## config.mk

```make
export PLATFORM = sky130hd
export DESIGN_NAME = pmr_result_regs
export DESIGN_NICKNAME = d
export VERILOG_FILES = /design/src/pmr_pkg.sv /design/src/pmr_avg.sv /design/src/pmr_count.sv /design/src/pmr_result_regs.sv
export VERILOG_INCLUDE_DIRS = /design/src
export SDC_FILE = /design/constraint.sdc
export NUM_CORES = 2
export LEC_CHECK = 0
export ABC_AREA = 1
export BUFFER_PORTS_ARGS = -buffer_cell sky130_fd_sc_hd__buf_4
export CORE_AREA = 2 2 417 419
export DETAILED_ROUTE_END_ITERATION = 12
export DIE_AREA = 0 0 419 421
export GPL_TIMING_DRIVEN = 0
export PLACE_DENSITY = 0.63
export RECOVER_POWER = 25
export SYNTH_ARGS = -nofsm -noshare
export SYNTH_HDL_FRONTEND = slang
export SYNTH_SLANG_ARGS = --single-unit
export TNS_END_PERCENT = 20
```

## constraint.sdc

```tcl
create_clock -name ref_clk -period 25 [get_ports ref_clk]
set_input_delay 3.75 -clock ref_clk [delete_from_list [all_inputs] [get_ports ref_clk]]
set_output_delay 3.75 -clock ref_clk [all_outputs]
set_load 0.1 [all_outputs]
```

## src/pmr_regs.svh

```systemverilog
`ifndef PMR_REGS_SVH
`define PMR_REGS_SVH

// Register addresses
`define PMR_ADDR_W             8
`define PMR_RMS_VOLTAGE_CURRENT 8'h20
`define PMR_ACTIVE_REACTIVE    8'h21
`define PMR_APPARENT_FACTOR    8'h22
`define PMR_RMS_SAMPLE_COUNT   8'h25
`define PMR_RMS_AVG_FIRST      8'h26
`define PMR_RMS_AVG_SECOND     8'h27
`define PMR_REAL_AVG_FIRST     8'h28
`define PMR_REAL_AVG_SECOND    8'h29

// Field positions (low bit of each field)
`define PMR_LO_FIELD_LSB       0
`define PMR_HI_FIELD_LSB       16
`define PMR_RATIO_LSB          16
`define PMR_ANGLE_SIGN_BIT     27
`define PMR_RATIO_SIGN_BIT     28
`define PMR_COUNT_LSB          0

// Field widths
`define PMR_HALF_W             16
`define PMR_RATIO_W            11
`define PMR_COUNT_W            10
`define PMR_AVG_LEN_W          7

// Reset and unmapped read values
`define PMR_RESULT_RESET       32'h0000_0000
`define PMR_UNMAPPED_DATA      32'h0000_0000

`endif

```

## src/pmr_pkg.sv

```systemverilog
package pmr_pkg;

    // Latched measurement results and register port state of the top
    typedef struct packed {
        logic [15:0] rms_volts;
        logic [15:0] rms_amps;
        logic [15:0] real_power;
        logic [15:0] reactive_power;
        logic [15:0] apparent_power;
        logic [10:0] power_ratio;
        logic        angle_sign;
        logic        ratio_sign;
        logic [31:0] rd_data;
        logic        rd_valid;
        logic        rd_miss;
        logic        wr_dropped;
    } pmr_top_state_t;

    // Selects which RMS channel the averagers follow
    typedef enum logic {
        PMR_AVG_VOLTS = 1'b0,
        PMR_AVG_AMPS  = 1'b1
    } pmr_avg_sel_t;

endpackage : pmr_pkg

```

## src/pmr_avg.sv

```systemverilog
`timescale 1ns/100ps
`include "pmr_regs.svh"

module pmr_avg
    import pmr_pkg::*;
#(
    parameter int DATA_W = 16,
    parameter int LEN_W  = 7,
    parameter bit SIGNED = 1'b0
) (
    // Clock and reset
    input  wire logic              ref_clk,
    input  wire logic              rst_n,
    // Sample stream
    input  wire logic              sample_en,
    input  wire logic [DATA_W-1:0] sample,
    input  wire logic [LEN_W-1:0]  avg_len,
    // Result
    output logic      [DATA_W-1:0] avg
);

    localparam int ACC_W = DATA_W + LEN_W + 1;

    typedef struct packed {
        logic [ACC_W-1:0]  acc;
        logic [LEN_W-1:0]  cnt;
        logic [DATA_W-1:0] avg;
    } pmr_avg_state_t;

    pmr_avg_state_t st;
    pmr_avg_state_t next_st;
    logic [ACC_W-1:0] ext;
    logic [ACC_W-1:0] sum;
    logic [ACC_W-1:0] len_eff;
    logic [ACC_W-1:0] quot;

    // Sign or zero extend, length zero acts as one
    always_comb begin
        ext     = SIGNED ? {{(LEN_W+1){sample[DATA_W-1]}}, sample}
                         : {{(LEN_W+1){1'b0}}, sample};
        sum     = st.acc + ext;
        len_eff = (avg_len == '0) ? ACC_W'(1) : ACC_W'(avg_len);
        quot    = SIGNED ? ACC_W'($signed(sum) / $signed(len_eff)) : sum / len_eff;
    end

    // Accumulate a block of samples and publish the mean at its end
    always_comb begin
        next_st = st;
        if (sample_en) begin
            if (ACC_W'(st.cnt) + ACC_W'(1) >= len_eff) begin
                next_st.avg = quot[DATA_W-1:0];
                next_st.acc = '0;
                next_st.cnt = '0;
            end else begin
                next_st.acc = sum;
                next_st.cnt = st.cnt + LEN_W'(1);
            end
        end
    end

    // State register
    always_ff @(posedge ref_clk or negedge rst_n) begin
        if (!rst_n) begin
            st <= '0;
        end else begin
            st <= next_st;
        end
    end

    assign avg = st.avg;

endmodule : pmr_avg

```

## src/pmr_count.sv

```systemverilog
`timescale 1ns/100ps
`include "pmr_regs.svh"

module pmr_count
    import pmr_pkg::*;
#(
    parameter int CNT_W = 10
) (
    // Clock and reset
    input  wire logic             ref_clk,
    input  wire logic             rst_n,
    // Sample ticks and full-cycle voltage crossings
    input  wire logic             sample_tick,
    input  wire logic             cycle_mark,
    // Count of samples in the last full cycle
    output logic      [CNT_W-1:0] count
);

    typedef struct packed {
        logic [CNT_W-1:0] run;
        logic [CNT_W-1:0] held;
    } pmr_count_state_t;

    pmr_count_state_t st;
    pmr_count_state_t next_st;

    // Count samples, saturating, and hand the total over at each full cycle
    always_comb begin
        next_st = st;
        if (cycle_mark) begin
            next_st.held = st.run;
            next_st.run  = sample_tick ? CNT_W'(1) : '0;
        end else if (sample_tick && st.run != '1) begin
            next_st.run = st.run + CNT_W'(1);
        end
    end

    // State register
    always_ff @(posedge ref_clk or negedge rst_n) begin
        if (!rst_n) begin
            st <= '0;
        end else begin
            st <= next_st;
        end
    end

    assign count = st.held;

endmodule : pmr_count

```

## src/pmr_result_regs.sv

```systemverilog
`timescale 1ns/100ps
`include "pmr_regs.svh"

// Summary of operation
// - RMS voltage, unsigned 16-bit fraction, in bits 15:0 of first register.
// - RMS current, unsigned 16-bit fraction, in bits 31:16.
// - Active power, signed with 15 fraction bits, in bits 15:0 of second.
// - Reactive power, unsigned 16-bit fraction, in bits 31:16 of second register.
// - Apparent power magnitude, unsigned 16-bit fraction, bits 15:0 of third.
// - Power factor, signed 11-bit, 10 fraction bits, in bits 26:16 of third.
// - Bit 27 low when current leads, high when current lags.
// - Bit 28 low when generating power, high when consuming.
// - Sample count 0..1023 in bits 9:0, renewed each full voltage cycle.
// - First averaged RMS voltage in 15:0; zero when current averaging selected.
// - Averaged RMS current in 31:16 of both averages; zero unless selected.
// - Second averaged RMS voltage in 15:0; zero when current averaging selected.
// - Active power averaged over first length, bits 15:0 of own register.
// - Active power averaged over second length, bits 15:0 of own register.
// - Power codes scale to full-scale power 0.704; host multiplies by 1.42.

module pmr_result_regs
    import pmr_pkg::*;
#(
    parameter int AVG_LEN_W = `PMR_AVG_LEN_W,
    parameter int COUNT_W   = `PMR_COUNT_W
) (
    // Clock and reset
    input  wire logic                   ref_clk,
    input  wire logic                   rst_n,
    // New results from the measurement engine
    input  wire logic                   meas_valid,
    input  wire logic [15:0]            rms_volts,
    input  wire logic [15:0]            rms_amps,
    input  wire logic [15:0]            real_power,
    input  wire logic [15:0]            reactive_power,
    input  wire logic [15:0]            apparent_power,
    input  wire logic [10:0]            power_ratio,
    input  wire logic                   angle_sign,
    input  wire logic                   ratio_sign,
    // Sample timing from the front end
    input  wire logic                   sample_tick,
    input  wire logic                   volt_cycle_mark,
    // Averaging configuration
    input  wire logic [AVG_LEN_W-1:0]   first_avg_length,
    input  wire logic [AVG_LEN_W-1:0]   second_avg_length,
    input  wire logic                   current_avg_select,
    // Register port from the serial interface
    input  wire logic                   reg_rd_en,
    input  wire logic                   reg_wr_en,
    input  wire logic [7:0]             reg_addr,
    input  wire logic [31:0]            reg_wdata,
    output logic      [31:0]            reg_rdata,
    output logic                        reg_rd_valid,
    output logic                        reg_rd_miss,
    output logic                        reg_wr_dropped
);

    logic                 rst_meta;
    logic                 rst_sync;
    logic                 rst_n_int;
    pmr_top_state_t       st;
    pmr_top_state_t       next_st;
    pmr_avg_sel_t         avg_sel;
    logic [15:0]          rms_avg_in;
    logic [15:0]          rms_avg_first;
    logic [15:0]          rms_avg_second;
    logic [15:0]          real_avg_first;
    logic [15:0]          real_avg_second;
    logic [COUNT_W-1:0]   sample_count;
    logic [31:0]          word_rms;
    logic [31:0]          word_power;
    logic [31:0]          word_apparent;
    logic [31:0]          word_count;
    logic [31:0]          word_avg_first;
    logic [31:0]          word_avg_second;
    logic [31:0]          word_real_first;
    logic [31:0]          word_real_second;
    logic                 wdata_unused;

    // Reset release through two flip-flops
    always_ff @(posedge ref_clk or negedge rst_n) begin
        if (!rst_n) begin
            rst_meta <= 1'b0;
            rst_sync <= 1'b0;
        end else begin
            rst_meta <= 1'b1;
            rst_sync <= rst_meta;
        end
    end

    assign rst_n_int = rst_sync;

    // Write data has no destination in a read-only bank
    assign wdata_unused = ^reg_wdata;

    // RMS averagers follow the channel chosen by the select bit
    assign avg_sel    = current_avg_select ? PMR_AVG_AMPS : PMR_AVG_VOLTS;
    assign rms_avg_in = (avg_sel == PMR_AVG_AMPS) ? rms_amps : rms_volts;

    // First-length RMS average
    pmr_avg #(
        .DATA_W (16),
        .LEN_W  (AVG_LEN_W),
        .SIGNED (1'b0)
    ) u_rms_first (
        .ref_clk   (ref_clk),
        .rst_n     (rst_n_int),
        .sample_en (meas_valid),
        .sample    (rms_avg_in),
        .avg_len   (first_avg_length),
        .avg       (rms_avg_first)
    );

    // Second-length RMS average
    pmr_avg #(
        .DATA_W (16),
        .LEN_W  (AVG_LEN_W),
        .SIGNED (1'b0)
    ) u_rms_second (
        .ref_clk   (ref_clk),
        .rst_n     (rst_n_int),
        .sample_en (meas_valid),
        .sample    (rms_avg_in),
        .avg_len   (second_avg_length),
        .avg       (rms_avg_second)
    );

    // First-length active power average, signed
    pmr_avg #(
        .DATA_W (16),
        .LEN_W  (AVG_LEN_W),
        .SIGNED (1'b1)
    ) u_real_first (
        .ref_clk   (ref_clk),
        .rst_n     (rst_n_int),
        .sample_en (meas_valid),
        .sample    (real_power),
        .avg_len   (first_avg_length),
        .avg       (real_avg_first)
    );

    // Second-length active power average, signed
    pmr_avg #(
        .DATA_W (16),
        .LEN_W  (AVG_LEN_W),
        .SIGNED (1'b1)
    ) u_real_second (
        .ref_clk   (ref_clk),
        .rst_n     (rst_n_int),
        .sample_en (meas_valid),
        .sample    (real_power),
        .avg_len   (second_avg_length),
        .avg       (real_avg_second)
    );

    // Samples per full voltage cycle
    pmr_count #(
        .CNT_W (COUNT_W)
    ) u_count (
        .ref_clk     (ref_clk),
        .rst_n       (rst_n_int),
        .sample_tick (sample_tick),
        .cycle_mark  (volt_cycle_mark),
        .count       (sample_count)
    );

    // Assemble the register words from the latched results
    always_comb begin
        word_rms   = `PMR_RESULT_RESET;
        word_power = `PMR_RESULT_RESET;
        word_rms[`PMR_LO_FIELD_LSB +: `PMR_HALF_W]   = st.rms_volts;
        word_rms[`PMR_HI_FIELD_LSB +: `PMR_HALF_W]   = st.rms_amps;
        // Codes are passed unscaled; full scale equals full_scale_power
        word_power[`PMR_LO_FIELD_LSB +: `PMR_HALF_W] = st.real_power;
        word_power[`PMR_HI_FIELD_LSB +: `PMR_HALF_W] = st.reactive_power;
    end

    // Apparent power, power factor and sign bits
    always_comb begin
        word_apparent = `PMR_RESULT_RESET;
        word_apparent[`PMR_LO_FIELD_LSB +: `PMR_HALF_W] = st.apparent_power;
        word_apparent[`PMR_RATIO_LSB +: `PMR_RATIO_W]   = st.power_ratio;
        word_apparent[`PMR_ANGLE_SIGN_BIT]              = st.angle_sign;
        word_apparent[`PMR_RATIO_SIGN_BIT]              = st.ratio_sign;
    end

    // Sample count word
    always_comb begin
        word_count = `PMR_RESULT_RESET;
        word_count[`PMR_COUNT_LSB +: COUNT_W] = sample_count;
    end

    // Averaged RMS words, each half zeroed when its channel is not selected
    always_comb begin
        word_avg_first  = `PMR_RESULT_RESET;
        word_avg_second = `PMR_RESULT_RESET;
        if (avg_sel == PMR_AVG_VOLTS) begin
            word_avg_first[`PMR_LO_FIELD_LSB +: `PMR_HALF_W]  = rms_avg_first;
            word_avg_second[`PMR_LO_FIELD_LSB +: `PMR_HALF_W] = rms_avg_second;
        end else begin
            word_avg_first[`PMR_HI_FIELD_LSB +: `PMR_HALF_W]  = rms_avg_first;
            word_avg_second[`PMR_HI_FIELD_LSB +: `PMR_HALF_W] = rms_avg_second;
        end
    end

    // Averaged active power words
    always_comb begin
        word_real_first  = `PMR_RESULT_RESET;
        word_real_second = `PMR_RESULT_RESET;
        word_real_first[`PMR_LO_FIELD_LSB +: `PMR_HALF_W]  = real_avg_first;
        word_real_second[`PMR_LO_FIELD_LSB +: `PMR_HALF_W] = real_avg_second;
    end

    // Latch results, answer reads, drop writes
    always_comb begin
        next_st            = st;
        next_st.rd_valid   = 1'b0;
        next_st.rd_miss    = 1'b0;
        next_st.wr_dropped = 1'b0;
        // Only the measurement engine refreshes the results
        if (meas_valid) begin
            next_st.rms_volts      = rms_volts;
            next_st.rms_amps       = rms_amps;
            next_st.real_power     = real_power;
            next_st.reactive_power = reactive_power;
            next_st.apparent_power = apparent_power;
            next_st.power_ratio    = power_ratio;
            next_st.angle_sign     = angle_sign;
            next_st.ratio_sign     = ratio_sign;
        end
        // Writes change nothing and are only reported, and only when no read comes in the same cycle
        if (reg_wr_en && !reg_rd_en) begin
            next_st.wr_dropped = 1'b1 ^ (wdata_unused & 1'b0);
        end
        // Read decode; unmapped addresses return zero
        if (reg_rd_en) begin
            next_st.rd_valid = 1'b1;
            unique case (reg_addr)
                `PMR_RMS_VOLTAGE_CURRENT: next_st.rd_data = word_rms;
                `PMR_ACTIVE_REACTIVE:     next_st.rd_data = word_power;
                `PMR_APPARENT_FACTOR:     next_st.rd_data = word_apparent;
                `PMR_RMS_SAMPLE_COUNT:    next_st.rd_data = word_count;
                `PMR_RMS_AVG_FIRST:       next_st.rd_data = word_avg_first;
                `PMR_RMS_AVG_SECOND:      next_st.rd_data = word_avg_second;
                `PMR_REAL_AVG_FIRST:      next_st.rd_data = word_real_first;
                `PMR_REAL_AVG_SECOND:     next_st.rd_data = word_real_second;
                default: begin
                    next_st.rd_data = `PMR_UNMAPPED_DATA;
                    next_st.rd_miss = 1'b1;
                end
            endcase
        end
    end

    // State register
    always_ff @(posedge ref_clk or negedge rst_n_int) begin
        if (!rst_n_int) begin
            st <= '0;
        end else begin
            st <= next_st;
        end
    end

    // Outputs straight from the state register
    assign reg_rdata      = st.rd_data;
    assign reg_rd_valid   = st.rd_valid;
    assign reg_rd_miss    = st.rd_miss;
    assign reg_wr_dropped = st.wr_dropped;

endmodule : pmr_result_regs

```

==> results.txt <==
The run finished, with violations left. The checks that failed: capacitance limit, slew limit, setup timing. The pin count of the biggest net entering global routing came out at 69. Counting every instance in the synthesized netlist gives 11500. The number of nets with antenna violations after routing is 0. The deepest level of the CTS H-tree is 2. Yosys attributes the largest share of cell area to nand2_1, ha_1, dfrtp_1, inv_1, nand3_1. The register area share after synthesis is 12.1%.

Summed over its instances, the top area cell type makes up between 10% and 20% of the synthesized netlist area. The post-route DRC violation count is 0. The area of the core came out at 172000 um^2. The cell taking the most area after synthesis is nand2_1.

The top cell types in the final layout, fill and taps aside, are nand2_1, inv_1, buf_4, nand3_1, nor2_1. The floorplan has 153 rows. Adding up every negative setup slack in the final design gives -914990 ps. The number of buffer and inverter stages on the critical path is between 70 and 80. Subtracting the final worst setup slack from the clock period gives 46690 ps. Counting flops with a built-in enable in the synthesized netlist gives 0.

After layout, the worst setup slack is -21690 ps. The layout cell share with drive strength beyond 1 is 29.1%. Hold repair after CTS inserted 0 buffers. The first detailed-routing pass ran for 6 iterations. The library cell used most frequently in the layout, excluding fill and tap cells, is nand2_1. In this run, synthesis produced a sequential element count of approximately 340. Setup repair after global routing could not meet its margin everywhere. For this block, the routed nets add up to 262 mm of wire.

The die outline width came out at 419 um. Once the floorplan was initialized, standard cells occupied around two fifths of the core. The async set-reset flop share out of synthesis is 100%. The last weighted congestion value of the routability-driven placer is 0.964.

TritonCTS created 43 clock buffers. The total nets after synthesis came out at 12300. The tree is rooted in a clkbuf_16. The worst relative slew slack came out at -155%. Timing would allow up to approximately 0.021 GHz.

The largest single stage delay on the critical path is roughly 570 ps. The number of max-slew violations in the final report came out at ~240. The slowest stage of the critical path belongs to the cell fa_2. The sink count of the clock tree is approximately 340. On the final layout, the worst clock skew is 40.3 ps.

The kind of cell with the highest combined delay along the critical path is simple AND/OR/NAND/NOR gates. The slew at the pin with the worst max-slew slack is 3820 ps. At the worst endpoint, the required time is 25510 ps. The number of antenna violations at the first check in global routing is 28.

The critical path is of the in -> reg type. The fill cell total of the finished layout is 16500. The mean instance size in the synthesized netlist came out at between 6 and 7 um^2. The yosys synthesis warning count came out at 0. The count of distinct cell types in the synthesized netlist came out at 88.

Compared with the post-synthesis result, the final layout area differs by 32.5%. Of the available clock period, the critical path in the final layout requires 187%. The via count of the first global-routing pass came to 76800. Once detailed placement completed, the half-perimeter wirelength came to 197 mm. The cell area after synthesis came out at 70000 um^2. The type of the worst min-delay path is reg -> reg.

For this block, the via count after detailed routing is 81200. The largest fanout on the critical path is 8. TritonCTS built the clock tree. The iteration-0 DRC count of the detailed router is 5895. The most used flip-flop cell after synthesis is dfrtp_1.

The number of buffer cells added on primary ports is about 160. The number of nets in the layout came out at 13900. The clock transition time at the flip-flop clock pins of the worst setup and hold paths came out at 70 ps. The worst setup path is captured at a register. During I/O placement, the number of pins put on the boundary was 190. The buffer depth of the longest clock path is 3.

The average via count per standard cell is 5.28. By instance count, the cell type seen most on the critical path is nand2_2. The floorplan die height came out at 421 um. The total congestion overflow is 0. The wire length per cell after detailed routing came out at 17.1 um. The total die area is 176000 um^2.

The number of max-capacitance violations reported came out at 5. The clock latency reported for the late side of the worst-skew pair is 610 ps. The data arrival time of the critical path came out at ~47000 ps. The hold violation total from the final report came out at 0. The wire length of the first global-routing pass came out at 402 mm. The startpoint class of the critical path is an input pin.

The global routing usage summed across all routing layers is between 20 and 30%. The number of setup violations in the final report is 54.
==> through the flow <==
stage | cell area [um^2] | setup WS (ps) | utilization [%] | hold WS (ps) | std cells
finish | 92800 | -21690 | 53.8 | 352 | 15400
global route | 92800 | -24210 | 53.8 | 367 | 15400
CTS | 87900 | -24490 | 50.9 | 355 | 15000
detailed placement | 75600 | -33240 | 43.8 | 340 | 13900
global placement | 75200 | -32950 | 43.6 | 336 | 13900
floorplan | 71100 | -22710 | - | 331 | 11500
==> registers in the layout (all words and copies together), names as in the netlist <==
name and cells:
st 93, reg_rdata 32, u_real_first.st 31, u_real_second.st 31
u_rms_first.st 31, u_rms_second.st 31, u_real_first.avg 16, u_real_second.avg 16
u_rms_first.avg 16, u_rms_second.avg 16, u_count.count 10, u_count.st 10
reg_rd_miss 1, reg_rd_valid 1, reg_wr_dropped 1, rst_meta 1
rst_n_int 1
==> Yosys cell counts (all sizes together), types with 15 or more instances <==
cell type and instances:
nand2 3468, inv 1767, nand3 1013, nor2 984, o21ai 904, ha 707
a21oi 418, xor2 367, dfrtp 338, nand4 321, xnor2 175, buf 123
clkbuf 110, nor3 106, a21o 80, or2 78, o21bai 75, o22ai 63
nand3b 56, clkinv 52, o21a 34, o31ai 32, nor4 22, a221oi 21
a21boi 20, a31oi 20, o2111ai 17, o211ai 15
==> final timing paths <==
path | startpoint | endpoint | slack, ps | cells after the start
worst max-delay path | real_power[0] | u_real_first.avg[14] | -21690 | 359
worst min-delay path | rst_meta | rst_n_int | 350 | 0
worst max register to register | u_real_first.st[23] | u_real_first.avg[14] | -18740 | 357
worst min register to register | rst_meta | rst_n_int | 350 | 0
max in group asynchronous | rst_n_int | u_real_first.avg[14] | 19700 | 1
min in group asynchronous | rst_n_int | reg_rd_valid | 800 | 0
==> routing by layer <==
metal,share of wire (%),vias up,GRT usage (%)
li1,-,40500,-
met1,43,38000,35.9
met2,47,2163,47.4
met3,5.5,490,2.87
met4,4.2,12,10.8
met5,0.027,-,0
==> layout make-up <==
| class | count | area, um^2 | share of cell area [%] |
|---|---|---|---|
| clock inverter | 18 | 284 | 0.306 |
| timing repair inverter | 4 | 23.8 | 0.0256 |
| clock buffer | 59 | 1210 | 1.30 |
| tap | 2325 | 2910 | 3.14 |
| antenna | 22 | 55.1 | 0.0594 |
| timing repair buffer | 1494 | 11600 | 12.5 |
| multi-input combinational | 9059 | 58800 | 63.4 |
| inverter | 1820 | 7110 | 7.67 |
| buffer | 232 | 2310 | 2.49 |
| sequential | 338 | 8460 | 9.12 |
==> logic make-up after synthesis <==
group | Yosys count | synth area share (%)
DFF | 338 | 12.1
and+or+nand+nor | 6075 | 41.9
xor gates and xnor gates | 542 | 6.83
adders and majority gates | 711 | 12.7
AOI/OAI and AO/OA | 1728 | 14.2
buffers and inverters | 2054 | 12.3
other | 1 | 0.00536
muxes | 2 | 0.0286
==> repair_timing <==
| item | in CTS | in global routing |
|---|---|---|
| gates cloned | 12 | 7 |
| setup endpoints to repair | 58 | 56 |
| pin swaps | 628 | 551 |
| buffers inserted | 983 | 324 |
| resized for setup | 866 | 537 |
Power is left out: the tool's default activity adds up to more than one toggle a clock period on the data nets, which glitch-free logic cannot reach.
